<file path="config.mk">
export PLATFORM = sky130hd
export DESIGN_NAME = dbal_top
export DESIGN_NICKNAME = d
export VERILOG_FILES = /design/src/verilog/dbal_pkg.sv /design/src/verilog/dbal_h4_align.sv /design/src/verilog/dbal_top.sv
export SDC_FILE = /design/constraint.sdc
export NUM_CORES = 1
export LEC_CHECK = 0
export BUFFER_PORTS_ARGS = -buffer_cell sky130_fd_sc_hd__buf_2
export CAP_MARGIN = 20
export CELL_PAD_IN_SITES_DETAIL_PLACEMENT = 0
export CELL_PAD_IN_SITES_GLOBAL_PLACEMENT = 2
export CORE_MARGIN = 5
export CORE_UTILIZATION = 37
export DETAILED_ROUTE_END_ITERATION = 10
export PLACE_DENSITY = 0.9
export SLEW_MARGIN = 20
export SYNTH_ARGS = -nofsm -noshare
export SYNTH_HDL_FRONTEND = slang
export SYNTH_SLANG_ARGS = --single-unit
</file>
<file path="constraint.sdc">
create_clock -name pclk -period 2.65 [get_ports pclk]
set_input_delay 0.3975 -clock pclk [delete_from_list [all_inputs] [get_ports pclk]]
set_output_delay 0.3975 -clock pclk [all_outputs]
set_load 0.02 [all_outputs]
</file>
<file path="src/verilog/dbal_pkg.sv">
// Shared constants and types for the drop bus alarm latch and one-second status block.
package dbal_pkg;

    localparam int APB_AW = 12;
    localparam int APB_DW = 32;
    localparam int REG_W = 8;
    localparam int NTRIB = 3;
    localparam int LATCH_W = 2 * NTRIB;
    localparam int SUM_W = NTRIB + 2;
    localparam int H4_PHASE_W = 2;

    // Register indices; the byte address is four times the index.
    localparam logic [7:0] IDX_CTRL = 8'h60;
    localparam logic [7:0] IDX_LATCH = 8'h63;
    localparam logic [7:0] IDX_SUMMARY = 8'h64;
    localparam logic [7:0] IDX_INT_STATUS = 8'h68;
    localparam logic [7:0] IDX_INT_ENABLE = 8'h69;
    localparam logic [7:0] IDX_INT_CLEAR = 8'h6a;

    function automatic logic [APB_AW-1:0] reg_addr(input logic [7:0] idx);
        reg_addr = {2'h0, idx, 2'h0};
    endfunction

    // Field positions.
    localparam int OOM_LSB = 3;
    localparam int LOM_LSB = 0;
    localparam int AIS_LSB = 2;
    localparam int PAR_BIT = 1;
    localparam int LOC_BIT = 0;
    localparam int CTRL_MODE_LSB = 0;
    localparam int CTRL_MFSEL_BIT = 2;
    localparam int CTRL_W = 3;

    // Transition select encodings.
    localparam logic [1:0] EDGE_RISE = 2'h0;
    localparam logic [1:0] EDGE_FALL = 2'h1;
    localparam logic [1:0] EDGE_BOTH = 2'h2;

    localparam logic [CTRL_W-1:0] CTRL_RESET = {1'b0, EDGE_BOTH};
    localparam logic [LATCH_W-1:0] LATCH_RESET = 6'h00;
    localparam logic [SUM_W-1:0] SUM_RESET = 5'h00;

    // Timing.
    localparam int CLK_HZ = 50_000_000;
    localparam int LOM_TIME_US = 1000;
    localparam int LOM_CYCLES_DEF = (CLK_HZ / 1_000_000) * LOM_TIME_US;
    localparam int SEC_TIMEOUT_MS = 2000;
    localparam int SEC_TIMEOUT_DEF = (CLK_HZ / 1000) * SEC_TIMEOUT_MS;
    localparam int H4_RUN_LEN = 4;

    typedef enum logic [2:0] {
        MF_ALIGNED = 3'h1,
        MF_OUT = 3'h2,
        MF_LOST = 3'h4
    } dbal_mf_state_t;

endpackage

</file>
<file path="src/verilog/dbal_h4_align.sv">
// H4 multiframe alignment monitor for one tributary: out-of and loss-of multiframe.
`timescale 1ns/1ps
module dbal_h4_align #(
    parameter int LOM_CYCLES = dbal_pkg::LOM_CYCLES_DEF
) (
    input wire logic pclk,
    input wire logic presetn,
    input wire logic enable,
    input wire logic h4_strobe,
    input wire logic [dbal_pkg::H4_PHASE_W-1:0] h4_phase,
    output logic oom,
    output logic lom
);
    import dbal_pkg::*;

    localparam int TW = $clog2(LOM_CYCLES + 1);
    localparam logic [TW-1:0] TMAX = TW'(LOM_CYCLES);
    localparam logic [H4_PHASE_W-1:0] LAST_PHASE = H4_PHASE_W'(H4_RUN_LEN - 1);

    dbal_mf_state_t state_q;
    logic [H4_PHASE_W-1:0] expect_q;
    logic [H4_PHASE_W-1:0] run_q;
    logic [TW-1:0] timer_q;
    logic recovered;

    // four clean frames
    assign recovered = h4_strobe && (h4_phase == run_q) && (run_q == LAST_PHASE);

    always_ff @(posedge pclk or negedge presetn) begin
        if (!presetn) begin
            state_q <= MF_ALIGNED;
            expect_q <= '0;
            run_q <= '0;
        // detection gated
        end else if (!enable) begin
            state_q <= MF_ALIGNED;
            expect_q <= '0;
            run_q <= '0;
        end else begin
            case (state_q)
                MF_ALIGNED: begin
                    // any error declares
                    if (h4_strobe) begin
                        expect_q <= h4_phase + 1'b1;
                        if (h4_phase != expect_q) begin
                            state_q <= MF_OUT;
                            run_q <= (h4_phase == '0) ? 2'h1 : 2'h0;
                        end
                    end
                end
                MF_OUT, MF_LOST: begin
                    if (recovered) begin
                        state_q <= MF_ALIGNED;
                        expect_q <= '0;
                        run_q <= '0;
                    end else begin
                        if (h4_strobe) begin
                            if (h4_phase == run_q) begin
                                run_q <= run_q + 1'b1;
                            end else begin
                                run_q <= (h4_phase == '0) ? 2'h1 : 2'h0;
                            end
                        end
                        // loss after timeout
                        if (state_q == MF_OUT && timer_q == TMAX) begin
                            state_q <= MF_LOST;
                        end
                    end
                end
                default: begin
                    state_q <= MF_ALIGNED;
                end
            endcase
        end
    end

    // Time spent in MF_OUT; held at zero in MF_LOST; restarts every time alignment is lost anew.
    always_ff @(posedge pclk or negedge presetn) begin
        if (!presetn) begin
            timer_q <= '0;
        end else if (state_q != MF_OUT) begin
            timer_q <= '0;
        end else if (timer_q != TMAX) begin
            timer_q <= timer_q + 1'b1;
        end
    end

    assign oom = (state_q != MF_ALIGNED);
    assign lom = (state_q == MF_LOST);

endmodule

</file>
<file path="src/verilog/dbal_top.sv">
// Drop bus A-side multiframe alarm latch and one-second alarm summary with APB access.
//
// Overview of operation
// OOM latches for tributaries three, two and one sit in bits 5, 4 and 3 of the latch register.
// LOM latches for tributaries three, two and one sit in bits 2, 1 and 0 of the latch register.
// A latch bit sets on a rising, falling or either transition of its alarm, as selected.
// Reading the latch register clears the bits it returned once the read completes.
// Upstream AIS summaries for tributaries three, two and one sit in bits 4, 3 and 2.
// Parity alarm summary sits in bit 1 and loss-of-clock summary in bit 0.
// Each interval end sets a summary bit if its alarm changed or is active, else clears it.
// Summary bits stay clear while no one-second pulse arrives.
// Summary bits never reach the interrupt output.
// OOM is declared on any H4 phase error and left after four frames of 00, 01, 10, 11.
// LOM is declared after 1 ms of OOM and cleared when alignment returns.
// H4 detection runs only while the multiframe source select bit is 0.
// Unused upper bits read as zero and writes to both alarm registers are ignored.
//
// Our own choice: the APB interface to the registers.
`timescale 1ns/1ps
module dbal_top #(
    parameter int LOM_CYCLES = dbal_pkg::LOM_CYCLES_DEF,
    parameter int SEC_TIMEOUT_CYCLES = dbal_pkg::SEC_TIMEOUT_DEF
) (
    input wire logic pclk,
    input wire logic presetn,
    input wire logic psel,
    input wire logic penable,
    input wire logic pwrite,
    input wire logic [dbal_pkg::APB_AW-1:0] paddr,
    input wire logic [dbal_pkg::APB_DW-1:0] pwdata,
    output logic [dbal_pkg::APB_DW-1:0] prdata,
    output logic pready,
    output logic pslverr,
    input wire logic [dbal_pkg::NTRIB-1:0] h4_strobe,
    input wire logic [dbal_pkg::NTRIB*dbal_pkg::H4_PHASE_W-1:0] h4_phase,
    input wire logic [dbal_pkg::NTRIB-1:0] upstream_ais,
    input wire logic drop_parity_alarm,
    input wire logic drop_clock_loss_alarm,
    input wire logic one_sec_pin,
    output logic irq
);
    import dbal_pkg::*;

    localparam int WW = $clog2(SEC_TIMEOUT_CYCLES + 1);
    localparam logic [WW-1:0] WMAX = WW'(SEC_TIMEOUT_CYCLES);

    // Mode select decides which alarm edges count as events.
    function automatic logic edge_hit(input logic prev, input logic cur, input logic [1:0] mode);
        logic rise;
        logic fall;
        rise = cur && !prev;
        fall = prev && !cur;
        case (mode)
            EDGE_RISE: edge_hit = rise;
            EDGE_FALL: edge_hit = fall;
            default: edge_hit = rise || fall;
        endcase
    endfunction

    function automatic logic [REG_W-1:0] widen(input logic [LATCH_W-1:0] v);
        widen = {{(REG_W-LATCH_W){1'b0}}, v};
    endfunction

    // Write strobe for one register: true only at the completing edge of a write to it.
    function automatic logic wr_hit(input logic done, input logic wr,
        input logic [APB_AW-1:0] addr, input logic [7:0] idx);
        wr_hit = done && wr && (addr == reg_addr(idx));
    endfunction

    // Control register.
    logic [CTRL_W-1:0] ctrl_q;
    logic [1:0] edge_mode;
    logic mf_select;

    // Alarm state.
    logic [NTRIB-1:0] oom;
    logic [NTRIB-1:0] lom;
    logic [LATCH_W-1:0] alarm_now;
    logic [LATCH_W-1:0] alarm_prev_q;
    logic [LATCH_W-1:0] latch_set;
    logic [LATCH_W-1:0] latch_q;
    logic [LATCH_W-1:0] latch_clr;

    // One-second summary state.
    logic [SUM_W-1:0] sum_now;
    logic [SUM_W-1:0] sum_prev_q;
    logic [SUM_W-1:0] sum_chg_q;
    logic [SUM_W-1:0] summary_q;
    logic sec_meta_q;
    logic sec_sync_q;
    logic sec_last_q;
    logic sec_tick;
    logic [WW-1:0] watchdog_q;
    logic sec_alive;

    // Interrupt state.
    logic [LATCH_W-1:0] int_status_q;
    logic [LATCH_W-1:0] int_enable_q;
    logic [LATCH_W-1:0] int_clr;

    // Bus state.
    logic setup;
    logic access_done;
    logic rd_latch_q;
    logic [REG_W-1:0] rd_mux;
    logic rd_hit;

    assign edge_mode = ctrl_q[CTRL_MODE_LSB +: 2];
    assign mf_select = ctrl_q[CTRL_MFSEL_BIT];

    // H4 alignment monitors, one per tributary position.
    for (genvar t = 0; t < NTRIB; t++) begin : g_trib
        dbal_h4_align #(
            .LOM_CYCLES(LOM_CYCLES)
        ) u_align (
            .pclk(pclk),
            .presetn(presetn),
            // detection enable
            .enable(!mf_select),
            .h4_strobe(h4_strobe[t]),
            .h4_phase(h4_phase[t*H4_PHASE_W +: H4_PHASE_W]),
            .oom(oom[t]),
            .lom(lom[t])
        );
    end

    // OOM bit placement
    assign alarm_now[OOM_LSB +: NTRIB] = oom;
    // LOM bit placement
    assign alarm_now[LOM_LSB +: NTRIB] = lom;

    // AIS bit placement
    assign sum_now[AIS_LSB +: NTRIB] = upstream_ais;
    // parity and clock loss
    assign sum_now[PAR_BIT] = drop_parity_alarm;
    assign sum_now[LOC_BIT] = drop_clock_loss_alarm;

    // selected transition detect
    always_comb begin
        for (int i = 0; i < LATCH_W; i++) begin
            latch_set[i] = edge_hit(alarm_prev_q[i], alarm_now[i], edge_mode);
        end
    end

    // The copy resets to the idle level of the alarms, so no false edge follows reset.
    always_ff @(posedge pclk or negedge presetn) begin
        if (!presetn) begin
            alarm_prev_q <= LATCH_RESET;
        end else begin
            alarm_prev_q <= alarm_now;
        end
    end

    // APB phases: the answer is prepared in the setup cycle, so access needs no wait state.
    assign setup = psel && !penable;
    assign access_done = psel && penable && pready;

    always_comb begin
        rd_hit = 1'b1;
        case (paddr)
            reg_addr(IDX_CTRL): rd_mux = {{(REG_W-CTRL_W){1'b0}}, ctrl_q};
            reg_addr(IDX_LATCH): rd_mux = widen(latch_q);
            reg_addr(IDX_SUMMARY): rd_mux = {{(REG_W-SUM_W){1'b0}}, summary_q};
            reg_addr(IDX_INT_STATUS): rd_mux = widen(int_status_q);
            reg_addr(IDX_INT_ENABLE): rd_mux = widen(int_enable_q);
            reg_addr(IDX_INT_CLEAR): rd_mux = '0;
            default: begin
                rd_mux = '0;
                rd_hit = 1'b0;
            end
        endcase
    end

    always_ff @(posedge pclk or negedge presetn) begin
        if (!presetn) begin
            pready <= 1'b0;
            pslverr <= 1'b0;
            prdata <= '0;
            rd_latch_q <= 1'b0;
        end else if (setup) begin
            pready <= 1'b1;
            pslverr <= !rd_hit;
            // upper bits zero
            prdata <= {{(APB_DW-REG_W){1'b0}}, rd_mux};
            rd_latch_q <= !pwrite && (paddr == reg_addr(IDX_LATCH));
        end else begin
            pready <= 1'b0;
            pslverr <= 1'b0;
            rd_latch_q <= 1'b0;
        end
    end

    // clear after read
    // Only the bits that were actually returned are cleared, so an event that lands
    // between setup and completion survives for the next read.
    assign latch_clr = (access_done && rd_latch_q) ? prdata[LATCH_W-1:0] : '0;

    always_ff @(posedge pclk or negedge presetn) begin
        if (!presetn) begin
            latch_q <= LATCH_RESET;
        end else begin
            // set wins over clear
            latch_q <= (latch_q & ~latch_clr) | latch_set;
        end
    end

    // Control register; R13 keeps the two alarm registers free of any write path.
    always_ff @(posedge pclk or negedge presetn) begin
        if (!presetn) begin
            ctrl_q <= CTRL_RESET;
        end else if (wr_hit(access_done, pwrite, paddr, IDX_CTRL)) begin
            ctrl_q <= pwdata[CTRL_W-1:0];
        end
    end

    always_ff @(posedge pclk or negedge presetn) begin
        if (!presetn) begin
            int_enable_q <= '0;
        end else if (wr_hit(access_done, pwrite, paddr, IDX_INT_ENABLE)) begin
            int_enable_q <= pwdata[LATCH_W-1:0];
        end
    end

    assign int_clr = wr_hit(access_done, pwrite, paddr, IDX_INT_CLEAR) ?
                     pwdata[LATCH_W-1:0] : '0;

    // latch events only
    always_ff @(posedge pclk or negedge presetn) begin
        if (!presetn) begin
            int_status_q <= '0;
        end else begin
            int_status_q <= (int_status_q & ~int_clr) | latch_set;
        end
    end

    // The interrupt follows the next status value, so it rises with the status bit and
    // drops at the very edge that clears it; the one-second summaries are no part of it.
    always_ff @(posedge pclk or negedge presetn) begin
        if (!presetn) begin
            irq <= 1'b0;
        end else begin
            irq <= |(((int_status_q & ~int_clr) | latch_set) & int_enable_q);
        end
    end

    // One-second pulse arrives from a pin and is synchronised before use.
    always_ff @(posedge pclk or negedge presetn) begin
        if (!presetn) begin
            sec_meta_q <= 1'b0;
            sec_sync_q <= 1'b0;
            sec_last_q <= 1'b0;
        end else begin
            sec_meta_q <= one_sec_pin;
            sec_sync_q <= sec_meta_q;
            sec_last_q <= sec_sync_q;
        end
    end

    assign sec_tick = sec_sync_q && !sec_last_q;

    // pulse watchdog
    // A missing pulse is judged by a timeout; until it expires the old summary stands.
    always_ff @(posedge pclk or negedge presetn) begin
        if (!presetn) begin
            watchdog_q <= WMAX;
        end else if (sec_tick) begin
            watchdog_q <= '0;
        end else if (watchdog_q != WMAX) begin
            watchdog_q <= watchdog_q + 1'b1;
        end
    end

    assign sec_alive = (watchdog_q != WMAX);

    // Previous-cycle copy of the summarised alarms, used to spot changes.
    always_ff @(posedge pclk or negedge presetn) begin
        if (!presetn) begin
            sum_prev_q <= SUM_RESET;
        end else begin
            sum_prev_q <= sum_now;
        end
    end

    // change tracking
    // A change seen in the tick cycle belongs to the interval that just ended.
    always_ff @(posedge pclk or negedge presetn) begin
        if (!presetn) begin
            sum_chg_q <= SUM_RESET;
        end else if (sec_tick) begin
            sum_chg_q <= SUM_RESET;
        end else begin
            sum_chg_q <= sum_chg_q | (sum_now ^ sum_prev_q);
        end
    end

    always_ff @(posedge pclk or negedge presetn) begin
        if (!presetn) begin
            summary_q <= SUM_RESET;
        end else if (sec_tick) begin
            // interval end update
            summary_q <= sum_chg_q | (sum_now ^ sum_prev_q) | sum_now;
        end else if (!sec_alive) begin
            // inactive without pulse
            summary_q <= SUM_RESET;
        end
    end

endmodule

</file>
# Yosys cells after proc, flatten, opt, wreduce, memory -nomap -nowiden
# Cells that the tools add are included.
dict set report op_classes {
  n_addsub 10
  eq_ne 54
  n_mux 78
  bitwise_logic 10
  reduce_logical 78
}
# op n
set ops {}
lappend ops {{$mux W16} 6}
lappend ops {{$eq A12 B9 Y1 const B} 6}
lappend ops {{$mux W2} 27}
lappend ops {{$mux W27} 2}
lappend ops {{$add A16 B1 Y16 const B} 3}
lappend ops {{$eq A16 B16 Y1 const B} 3}
lappend ops {{$ne A16 B16 Y1 const B} 3}
lappend ops {{$mux W3} 15}
lappend ops {{$logic_and A1 B1 Y1} 31}
lappend ops {{$pmux W6 S5} 1}
lappend ops {{$add A27 B1 Y27 const B} 1}
lappend ops {{$ne A27 B27 Y1 const B} 1}
lappend ops {{$ne A3 B2 Y1 const B} 9}
lappend ops {{$pmux W2 S2} 6}
lappend ops {{$and A6 B6 Y6} 3}
lappend ops {{$pmux W3 S2} 3}
lappend ops {{$reduce_and A3 Y1} 6}
lappend ops {{$logic_not A1 Y1} 16}
lappend ops {{$mux W5} 3}
lappend ops {{$add A2 B1 Y2 const B} 6}
lappend ops {{$mux W6} 2}
lappend ops {{$ne A4 B2 Y1 const B} 3}
lappend ops {{$ne A4 B3 Y1 const B} 3}
lappend ops {{$not A6 Y6} 2}
lappend ops {{other kinds (22)} 69}
dict set report word_totals {
  ff_bits 153
  inputBits 64
  out_inout_bits 35
  elab_cells 259
}

# Logic depth before layout (Yosys ltp)
# Gate-level depths: netlist (run 1).
dict set report depth {
  ltp_word 10
  ltp_mapped 9
}

# Hierarchy
# A second synthesis (run 1) with hierarchy kept.
dict set report unflattened {
  cells_unflattened 840
  area_unflattened_um2 8236.6
}
# module instances cells_per_inst area_per_inst_um2
set by_module_without_submodules {}
lappend by_module_without_submodules {dbal_top 1 418 4244.1}
lappend by_module_without_submodules {{dbal_h4_align at g_trib[1].u_align ...} 2 144 1335.0}
lappend by_module_without_submodules {{dbal_h4_align at g_trib[0].u_align} 1 134 1322.5}

# Least setup slack after synthesis (run 1)
# OpenSTA, ideal clock, no wires.
dict set report synth_path {
  kind {reg2reg}
  start {register g_trib[2].u_align.state_q[0]}
  end {register irq}
  t_arrival_ns 1.926
  t_required_ns 2.515
  slack_ns 0.589
  stages_incl_launch_ff 8
  n_path_buf 0
  period_less_slack_ns 2.061
  path_cell_list {dfstp_2 nor3b_1 inv_1 ha_1 mux2i_1 mux2i_1 a222oi_1 nand4_1}
}
dict set report synth_via {
  elab_chain_len 8
  word_cells_on_any_way 15
  cone_classes {eq/ne (2); mux (2); bitwise (2); reduce/logical (9)}
}
# item line
set synth_lines {}
lappend synth_lines {{start, declared} dbal_h4_align.sv:20} ;# dbal_mf_state_t state_q;
lappend synth_lines {{start signal, assigned} dbal_h4_align.sv:31} ;# state_q <= MF_ALIGNED;
lappend synth_lines {{start signal, assigned} dbal_h4_align.sv:36} ;# state_q <= MF_ALIGNED;
lappend synth_lines {{start signal, assigned} dbal_h4_align.sv:46} ;# state_q <= MF_OUT;
lappend synth_lines {{$ne A3 B1 Y1 *} dbal_h4_align.sv:88} ;# assign oom = (state_q != MF_ALIGNED);
lappend synth_lines {{net g_trib[2].u_align.oom} dbal_h4_align.sv:11} ;# output logic oom,
lappend synth_lines {{$logic_not A1 Y1} dbal_top.sv:52} ;# fall = prev && !cur;
lappend synth_lines {{$logic_and A1 B1 Y1} dbal_top.sv:52}
lappend synth_lines {{$logic_or A1 B1 Y1} dbal_top.sv:56} ;# default: edge_hit = rise || fall;
lappend synth_lines {{$pmux W1 S2 *} dbal_top.sv:53} ;# case (mode)
lappend synth_lines {{$or A6 B6 Y6 *} dbal_top.sv:242} ;# irq <= |(((int_status_q & ~int_clr) | latch_set) & int_enable_q);
lappend synth_lines {{$and A6 B6 Y6 *} dbal_top.sv:242}
lappend synth_lines {{$reduce_or A6 Y1 *} dbal_top.sv:242}
lappend synth_lines {{end signal, assigned} dbal_top.sv:242}
lappend synth_lines {{end, declared} dbal_top.sv:40} ;# output logic irq
# Mark *: on every way through the listed nets, which the timed path passes. The rest lies on a longest branch.
# A chain may end at the register's enable or synchronous reset.

# Worst setup path in the final report (run 1)
dict set report layout_path {
  start {register g_trib[1].u_align.state_q[0]}
  end {register irq}
}
dict set report layout_via {
  elab_chain_len 8
  word_cells_on_any_way 15
  cone_classes {eq/ne (2); mux (2); bitwise (2); reduce/logical (9)}
}
# item line
set layout_lines {}
lappend layout_lines {{start, declared} dbal_h4_align.sv:20}
lappend layout_lines {{start signal, assigned} dbal_h4_align.sv:31}
lappend layout_lines {{start signal, assigned} dbal_h4_align.sv:36}
lappend layout_lines {{start signal, assigned} dbal_h4_align.sv:46}
lappend layout_lines {{$ne A3 B1 Y1 *} dbal_h4_align.sv:88}
lappend layout_lines {{net g_trib[1].u_align.oom} dbal_h4_align.sv:11}
lappend layout_lines {{$logic_not A1 Y1} dbal_top.sv:52}
lappend layout_lines {{$logic_and A1 B1 Y1} dbal_top.sv:52}
lappend layout_lines {{$logic_or A1 B1 Y1} dbal_top.sv:56}
lappend layout_lines {{$pmux W1 S2 *} dbal_top.sv:53}
lappend layout_lines {{$or A6 B6 Y6 *} dbal_top.sv:242}
lappend layout_lines {{$and A6 B6 Y6 *} dbal_top.sv:242}
lappend layout_lines {{$reduce_or A6 Y1 *} dbal_top.sv:242}
# Marks and branches as above.

==> results_dict.tcl, run 1 <==
set metrics [dict create \
    cp-start-kind "flip-flop" \
    holdPathStages 1 \
    hp-start "one_sec_pin" \
    grt_pass1_vias 6261 \
    final_common_cell "dfrtp_1" \
    place_inst 1203 \
    finalClockSkew_ps 10.1 \
    io_buffer_count 46 \
    tns_ps 0 \
    end_kind "flip-flop" \
    antenna_left 0 \
    max_slew_margin_pct 51.8 \
    required_ps 2940 \
    max_freq_mhz 459 \
    synth_ff_type "dfrtp_1" \
    vias 6537 \
    first_iter_violations 358 \
    switching_share_pct 32.6 \
    tightest_slew_ps 723 \
    clkPwrFrac_pct 36.2 \
    finalWorstPathRequiredPeriod_ps 2180 \
    grt_overflow 0 \
    finalWirelength_um 18200 \
    r2r-end "irq" \
    crit_fanout 9 \
    mostFrequentLayoutCells "dfrtp_1 (135), nor2_1 (85), nand2_1 (63)" \
    firstDrtPassIters 4 \
    min_path_type "input port to flip-flop" \
    timing.rr.start "g_trib[1].u_align.state_q[0]" \
    synth_area_um2 8550 \
    cts_buffers 17 \
    min_period_over_period_pct 82.3 \
    ioPinCount 99 \
    power.internal_mw 4.36 \
    start_util_pct 37.7 \
    cts_setup_buffers 0 \
    die_h_um 162 \
    syn_inst 888 \
    grt.total_usage_pct 14.3 \
    run_status "completed" \
    clock_latency_ps 430 \
    drv_slew 0 \
    num_rows 55 \
    yosysSeqAreaShare_pct 44.4 \
    seqPwrFrac_pct 43.0 \
    critPathArrivalTime_ps 2470 \
    r2r_cells 7 \
    hold_viol 0 \
    ys_async_sr_fraction_pct 100 \
    cts_tree "done" \
    max_cap_viol_count 0 \
    viasPerCell 5.29 \
    grt_pass1_wl_um 31400 \
    finalSetupViolCount 0 \
    synth.avg_cell_area_um2 9.63 \
    drive_above_1_share_pct 15.4 \
    routedWlPerCell_um 14.7 \
    antenna_found_initial 0 \
    grt_start_max_net_pins 65 \
    ctsRootBufferMaster "clkbuf_16" \
    cts_max_level 4 \
    hold_buffers 1 \
    place_congestion 0.797 \
    finalNonFillerCells 1236 \
    design.die.area_um2 26300 \
    powerDensity_nw_per_um2 672 \
    cts_num_sinks 151 \
    clock_path_buffers 2 \
    synth_edf_count 0 \
    power.leakage_nw 4.05 \
    clkSlewWorstSetupHoldPaths_ps 70 \
    yosys_register_bits 151 \
    syn2layout_area_growth_pct 12.6 \
    num-nets-final 1028 \
    ctsResizeCount 0 \
    power.switching_mw 2.11 \
    ir_drop_mv 0.430 \
    core_area_um2 22700 \
    antenna_cells 0 \
    r2r_slack_ps 470 \
    yosys_warnings 0 \
    power_frac_comb_pct 20.8 \
    worstHoldEndpoint "sec_meta_q" \
    drc_errors 0 \
    hpwlAfterDp_um 12900 \
    synth_cell_types 78 \
    rsz0062_at_grt "no" \
    crit_type "flip-flop to flip-flop" \
    dieWidth_um 162 \
]
registers in the layout, summed over array words and instances (netlist names), 3 cells and up:
name,flops
g_trib.u_align.timer_q,48
watchdog_q,27
g_trib.u_align.state_q,9
alarm_prev_q,6
g_trib.u_align.expect_q,6
g_trib.u_align.run_q,6
int_enable_q,6
int_status_q,6
latch_q,6
prdata,6
sum_chg_q,5
sum_prev_q,5
summary_q,5
ctrl_q,3
logic make-up after synthesis:
logic type	Yosys count	share of synthesized area, %
simple gates	367	23.8
fa+ha+maj	26	3.80
flops	151	44.4
other cells	1	0.0439
mux	40	4.98
xor+xnor	63	6.45
buf+inv	104	5.84
compound gates	136	10.7
metrics by stage:
stage	hold slack, ps	cell area (um^2)	setup slack, ps	util, %	total power, mW
finish	67.0	9630	469	42.4	6.47
global route	50.1	9630	267	42.4	6.89
CTS	47.6	9630	441	42.4	6.57
detailed placement	337	9050	440	39.9	4.19
global placement	334	9050	441	39.9	4.16
floorplan	102	8640	589	-	3.77
metal layers:
metal	part of all wire, %	routed length, um	global-route usage (%)	vias up
li1	-	-	-	3245
met1	49	8860	20.0	3191
met2	47	8500	22.7	89
met3	3.6	649	2.97	12
met4	0.90	163	3.69	0
met5	0	0	0	-
cell usage after synthesis, drive strengths merged, types with 3 or more instances:
cell type  count  area share [%]
or4           18             1.6
dfrtp        135              40
o21ai         21             1.2
and3b          5            0.51
mux2i         20             2.3
a22oi          6            0.53
and3           8            0.60
mux2          20             2.6
nand4b         3            0.31
inv           49             2.2
nor4bb         8            0.94
nor3b          7            0.61
buf           31             2.6
dfstp         16             4.9
nor4b          5            0.59
nand3b         4            0.35
xnor2         35             3.6
nor3          28             1.7
o22ai          6            0.44
nor2          86             3.8
and2           3            0.22
or2            6            0.44
nand2b         8            0.59
xor2          28             2.9
o211ai         3            0.26
ha            26             3.8
or3           10            0.75
and4           9            0.94
nor2b          9            0.66
a221o          3            0.35
nand4         27             2.2
nor4          14             1.3
a21o          13             1.1
a21oi         35             2.0
a31oi          5            0.37
nand2         63             2.8
o31ai         16             1.4
nand3         43             2.6
a2111o         3            0.40
clkbuf        24             1.1
worst max path at each step:
| stage | startpoint | end | slack [ps] | cells past startpoint |
|---|---|---|---|---|
| final | g_trib[1].u_align.state_q[0] | irq | 470 | 7 |
| after global routing | g_trib[1].u_align.state_q[0] | irq | 270 | 7 |
| after CTS | g_trib[1].u_align.state_q[0] | irq | 440 | 7 |
| after detailed placement | paddr[1] | int_status_q[3] | 440 | 5 |
| after global placement | paddr[1] | int_status_q[3] | 440 | 5 |
| after floorplan | g_trib[2].u_align.state_q[0] | irq | 590 | 7 |
worst max-delay path, cell delays in order, from the launching register on:
cell      delay, ps
dfstp_2         600
nor3b_1         380
inv_1           110
ha_1            190
mux2i_1         120
mux2i_1         140
a222oi_1        380
nand4_1         140
area by class of cell:
| type | count | area, um^2 |
|---|---|---|
| tap | 285 | 357 |
| sequential | 151 | 3800 |
| inverter | 49 | 184 |
| multi-input combinational | 658 | 4350 |
| timing repair buffer | 61 | 377 |
| fill | 2245 | 13100 |
| clock inverter | 15 | 135 |
| clock buffer | 17 | 425 |
power by group through the flow:
stage / sequential, mW / clock [mW] / combinational, mW
floorplan: 2.75 / 0 / 1.02
global placement: 2.82 / 0 / 1.34
detailed placement: 2.82 / 0 / 1.36
CTS: 2.78 / 2.41 / 1.37
global route: 2.83 / 2.52 / 1.55
finish: 2.78 / 2.34 / 1.35
Note: power is estimated with default switching activity, not from simulation.
==> run 2, diff against run 1 <==
Clock period 2.65 ns to 2.21 ns, I/O delays scaled along.
==> run 2 against run 1 <==
  * Combinational power up 33%
  * Clock skew grew 1.0 ps
  * Routed wire length rose by 1.3%
  * Clock power grew 27%
  * Hold slack got worse by 10 ps
  * Final area increased by 2.4%
  * Die area unchanged
  * Power rose by 25%
  * Highest routed layer is now met5
  * Critical path type unchanged
  * Largest power group unchanged
==> results_dict.tcl, run 2 (same netlist as run 1, synthesis figures left out) <==
set metrics [dict create \
    run_status "completed" \
    dieWidth_um 162 \
    grt.total_usage_pct 14.4 \
    viasPerCell 5.23 \
    drive_above_1_share_pct 17.1 \
    grt_start_max_net_pins 54 \
    antenna_found_initial 3 \
    max_cap_viol_count 0 \
    antenna_left 0 \
    path_cells "or4_1, or3_2, buf_4, o21ai_1, mux2i_1" \
    holdPathStages 1 \
    utilization_pct 43.4 \
    switching_share_pct 29.8 \
    grt_overflow 0 \
    num-nets-final 1052 \
    largest_register "g_trib.u_align.timer_q" \
    cts_max_level 4 \
    firstDrtPassIters 5 \
    tightest_slew_ps 595 \
    max_slew_margin_pct 60.3 \
    cp-start-kind "flip-flop" \
    num_rows 55 \
    rsz0062_at_grt "no" \
    finalWorstPathRequiredPeriod_ps 2060 \
    seqPwrFrac_pct 40.7 \
    finalSetupViolCount 0 \
    mostFrequentLayoutCells "dfrtp_1 (135), nor2_1 (84), nand2_1 (63)" \
    tns_ps 0 \
    core_area_um2 22700 \
    ioPinCount 99 \
    holdWs_ps 57.0 \
    grt_pass1_vias 6434 \
    seqCellArea_um2 3800 \
    hpwlAfterDp_um 13100 \
    multi_input_area_um2 4350 \
    max_freq_mhz 487 \
    critPathArrivalTime_ps 2390 \
    die_h_um 162 \
    grt_pass1_wl_um 31700 \
    clock_path_buffers 2 \
    ir_drop_mv 0.464 \
    first_iter_violations 409 \
    clkSlewWorstSetupHoldPaths_ps 70 \
    place_congestion 0.828 \
    routedWlPerCell_um 14.6 \
    critical_path.max_stage_delay_ps 570 \
    powerDensity_nw_per_um2 819 \
    ctsRootBufferMaster "clkbuf_16" \
    largest_reg_flops 48 \
    fill_cells 2182 \
    start_util_pct 37.7 \
    cts_num_sinks 151 \
    fin_ws_ps 155 \
    syn2layout_area_growth_pct 15.2 \
    top_regs "g_trib.u_align.timer_q: 48 flops, watchdog_q: 27 flops, g_trib.u_align.state_q: 9 flops" \
    end_kind "flip-flop" \
    drv_slew 0 \
    total_power_mw 8.07 \
    clkPwrFrac_pct 36.9 \
    min_path_type "input port to flip-flop" \
    power.internal_mw 5.66 \
    crit_type "flip-flop to flip-flop" \
    finalWirelength_um 18400 \
    critPathSlowestCell "or4_1" \
    clock_latency_ps 420 \
    cts_tree "done" \
    r2r_cells 5 \
    hold_viol 0 \
    power_frac_comb_pct 22.3 \
    power.leakage_nw 4.18 \
    io_buffer_count 46 \
    crit_fanout 4 \
    finalClockSkew_ps 11.1 \
    min_period_over_period_pct 93.0 \
    final_common_cell "dfrtp_1" \
    cts_buffers 17 \
    required_ps 2540 \
    vias 6595 \
    drc_errors 0 \
    design.die.area_um2 26300 \
    place_ws_ps 118 \
    cts_setup_buffers 0 \
    power.switching_mw 2.41 \
]
-- run 2: cell types whose count changed in the layout (fill, tap and decap cells not counted), sizes merged, moves of 3 or more --
| cell | before | now |
|---|---|---|
| buf | 60 | 83 |
| bufinv | 0 | 3 |
| clkbuf | 17 | 21 |
| inv | 57 | 50 |
-- run 2: routing by layer --
metal	wire, um	GRT usage (%)	vias up
met5	27	0	-
met4	176	3.58	4
met3	736	3.43	20
met2	8450	23.1	96
met1	9030	19.8	3193
li1	-	-	3282
-- run 2: repair_timing --
action	CTS	global route
hold buffers	2	0
resized for setup	0	1
setup endpoints to repair	0	2
endpoints found under the hold margin	39	0
-- run 2: worst paths after layout --
check | from | to | slack, ps
max reg2reg | watchdog_q[11] | watchdog_q[2] | 150
max | watchdog_q[11] | watchdog_q[2] | 150
min reg2reg | sec_meta_q | sec_sync_q | 360
min in group asynchronous | presetn | watchdog_q[12] | 440
min | upstream_ais[2] | sum_prev_q[4] | 60
max in group asynchronous | presetn | g_trib[1].u_align.state_q[1] | 1030
-- run 2: critical path: cells and delay by family (launching register included) --
family,cells,cell delay [ps]
flip-flops,1,420
buffers and inverters,1,150
multiplexers,1,210
AO/OA/AOI/OAI,1,160
AND/OR/NAND/NOR,2,1020
-- run 2: cell type report --
class / count / share of cell area (%)
sequential: 151 / 38.6
inverter: 49 / 1.87
tap: 285 / 3.62
antenna: 1 / 0.0254
multi-input combinational: 658 / 44.2
clock buffer: 21 / 4.57
timing repair buffer: 85 / 5.68
clock inverter: 11 / 1.52
-- run 2: per-stage QoR --
stage | cell area, um^2 | std cells
after floorplan | 8640 | 913
after global placement | 9230 | 1226
after detailed placement | 9230 | 1226
after CTS | 9850 | 1260
after global routing | 9850 | 1261
final | 9850 | 1261
-- run 2: power by group through the flow --
stage | Combinational (mW) | Clock, mW | Sequential (mW)
2_1_floorplan | 1.22 | 0 | 3.30
3_3_place_gp | 1.79 | 0 | 3.33
3_5_place_dp | 1.81 | 0 | 3.34
4_1_cts | 1.83 | 3.07 | 3.29
5_1_grt | 2.05 | 3.18 | 3.33
6_report | 1.80 | 2.98 | 3.29
==> run 3, diff against run 2 <==
Settings changed: CORE_ASPECT_RATIO set to 0.7.
==> run 3 against run 2 <==
  * Sequential power is essentially flat
  * Global-route usage grew 0.63 points
  * Maximum frequency is 0.84% higher
  * Highest routed layer is now met4
  * Critical path type unchanged
  * Routed wire length is 3.2% higher
  * Final cell count grew 2.0%
  * Final area increased by 0.34%
==> results_dict.tcl, run 3 (same netlist as run 1, synthesis figures left out) <==
set metrics [dict create \
    hold_viol 0 \
    crit_type "flip-flop to flip-flop" \
    powerDensity_nw_per_um2 825 \
    ctsRootBufferMaster "clkbuf_16" \
    place_congestion 0.864 \
    clock_latency_ps 430 \
    critical_path.max_stage_delay_ps 590 \
    firstDrtPassIters 5 \
    end_kind "flip-flop" \
    cp-start-kind "flip-flop" \
    finalNonFillerCells 1286 \
    critPathArrivalTime_ps 2320 \
    min_period_over_period_pct 92.2 \
    core_area_um2 22700 \
    cts_buffers 17 \
    fin_ws_ps 172 \
    syn2layout_area_growth_pct 15.6 \
    final_common_cell "dfrtp_1" \
    antenna_left 0 \
    finalWorstPathRequiredPeriod_ps 2040 \
    tightest_slew_ps 636 \
    max_slew_margin_pct 57.6 \
    io_buffer_count 46 \
    min_path_type "input port to flip-flop" \
    rsz0062_at_grt "no" \
    hpwlAfterDp_um 13600 \
    design.die.area_um2 26300 \
    ioPinCount 99 \
    drc_errors 0 \
    place_inst 1252 \
    routedWlPerCell_um 14.8 \
    largest_reg_flops 48 \
    holdWs_ps 53.1 \
    cts_max_level 4 \
    antenna_found_initial 0 \
    crit_fanout 9 \
    clkSlewWorstSetupHoldPaths_ps 60 \
    required_ps 2490 \
    grt_pass1_vias 6201 \
    crit_top_cell "mux2i_1" \
    run_status "completed" \
    antenna_cells 0 \
    grt_start_max_net_pins 53 \
    grt_pass1_wl_um 32000 \
    path_cells "nor3b_1, inv_1, ha_1, mux2i_1, mux2i_1, a222oi_1, nand4_1" \
    num-nets-final 1051 \
    die_h_um 137 \
    max_freq_mhz 491 \
    drv_slew 0 \
    start_util_pct 37.7 \
    finalClockSkew_ps 8.47 \
    grt.total_usage_pct 15.0 \
    tns_ps 0 \
    num_rows 46 \
    first_iter_violations 398 \
    mostFrequentLayoutCells "dfrtp_1 (135), nor2_1 (85), nand2_1 (63)" \
    total_power_mw 8.16 \
    viasPerCell 5.15 \
    timing.rr.start "g_trib[1].u_align.state_q[0]" \
    ir_drop_mv 0.527 \
    finalWirelength_um 19000 \
    dieWidth_um 192 \
    finalSetupViolCount 0 \
    hp-start "drop_clock_loss_alarm" \
    drive_above_1_share_pct 16.8 \
    critPathSlowestCell "dfstp_2" \
    max_cap_viol_count 0 \
    clock_path_buffers 2 \
    place_ws_ps 145 \
    cts_tree "done" \
    power.leakage_nw 4.18 \
    largest_register "g_trib.u_align.timer_q" \
    cts_num_sinks 151 \
    vias 6626 \
    top_regs "g_trib.u_align.timer_q: 48 flops, watchdog_q: 27 flops, g_trib.u_align.state_q: 9 flops" \
    grt_overflow 0 \
    cp-startpoint "g_trib[1].u_align.state_q[0]" \
]
==> run 3: changes by cell type in the layout (fill, tap and decap cells not counted), sizes merged <==
| cell | previous run | this run |
|---|---|---|
| buf | 83 | 82 |
| bufinv | 3 | 4 |
| clkbuf | 21 | 23 |
| clkinv | 5 | 3 |
| diode | 1 | 0 |
| inv | 50 | 49 |
==> run 3: power by group <==
| part | total [mW] | switching (mW) | internal, mW |
|---|---|---|---|
| Sequential | 3.29 | 0.253 | 3.04 |
| Combinational | 1.82 | 1.01 | 0.812 |
| Clock | 3.05 | 1.13 | 1.91 |
==> run 3: worst paths after layout <==
path	end	cells after the start	slack, ps
worst max-delay path	irq	7	170
worst min-delay path	sum_prev_q[0]	1	50
worst max register to register	irq	7	170
worst min register to register	sec_sync_q	0	350
max in group asynchronous	watchdog_q[13]	3	1070
min in group asynchronous	pready	2	420
==> run 3: cell type report <==
cell class,instances,area (um^2)
Clock inverter,9,150
Timing Repair Buffer,84,552
Fill cell,2218,12800
Tap cell,312,390
Sequential cell,151,3800
Clock buffer,23,458
Inverter,49,184
Multi-Input combinational cell,658,4350
==> run 3: critical path, delay by kind of cell (launching register included) <==
| kind | cells | cell delay [ps] |
|---|---|---|
| muxes | 2 | 260 |
| AOI/OAI and AO/OA | 1 | 360 |
| DFF | 1 | 590 |
| buffers and inverters | 1 | 100 |
| adders and majority gates | 1 | 180 |
| and+or+nand+nor | 2 | 410 |
==> run 3: metrics by stage <==
stage	cell area (um^2)	util, %
after floorplan	8640	-
after global placement	9250	40.8
after detailed placement	9250	40.8
after CTS	9880	43.6
after global routing	9890	43.6
final	9890	43.6
==> run 3: what timing repair did <==
action	4_1_cts	5_1_grt
hold buffers	2	0
endpoints found under the hold margin	47	0
endpoints found under the setup margin	0	1
gates resized for setup	0	1
buffers inserted	0	0
==> run 3: metal layers <==
metal	up-vias	global-route usage [%]	part of all wire [%]
li1	3287	-	-
met1	3197	23.0	53
met2	120	20.8	41
met3	22	2.86	3.9
met4	0	5.74	1.7
met5	-	0	0
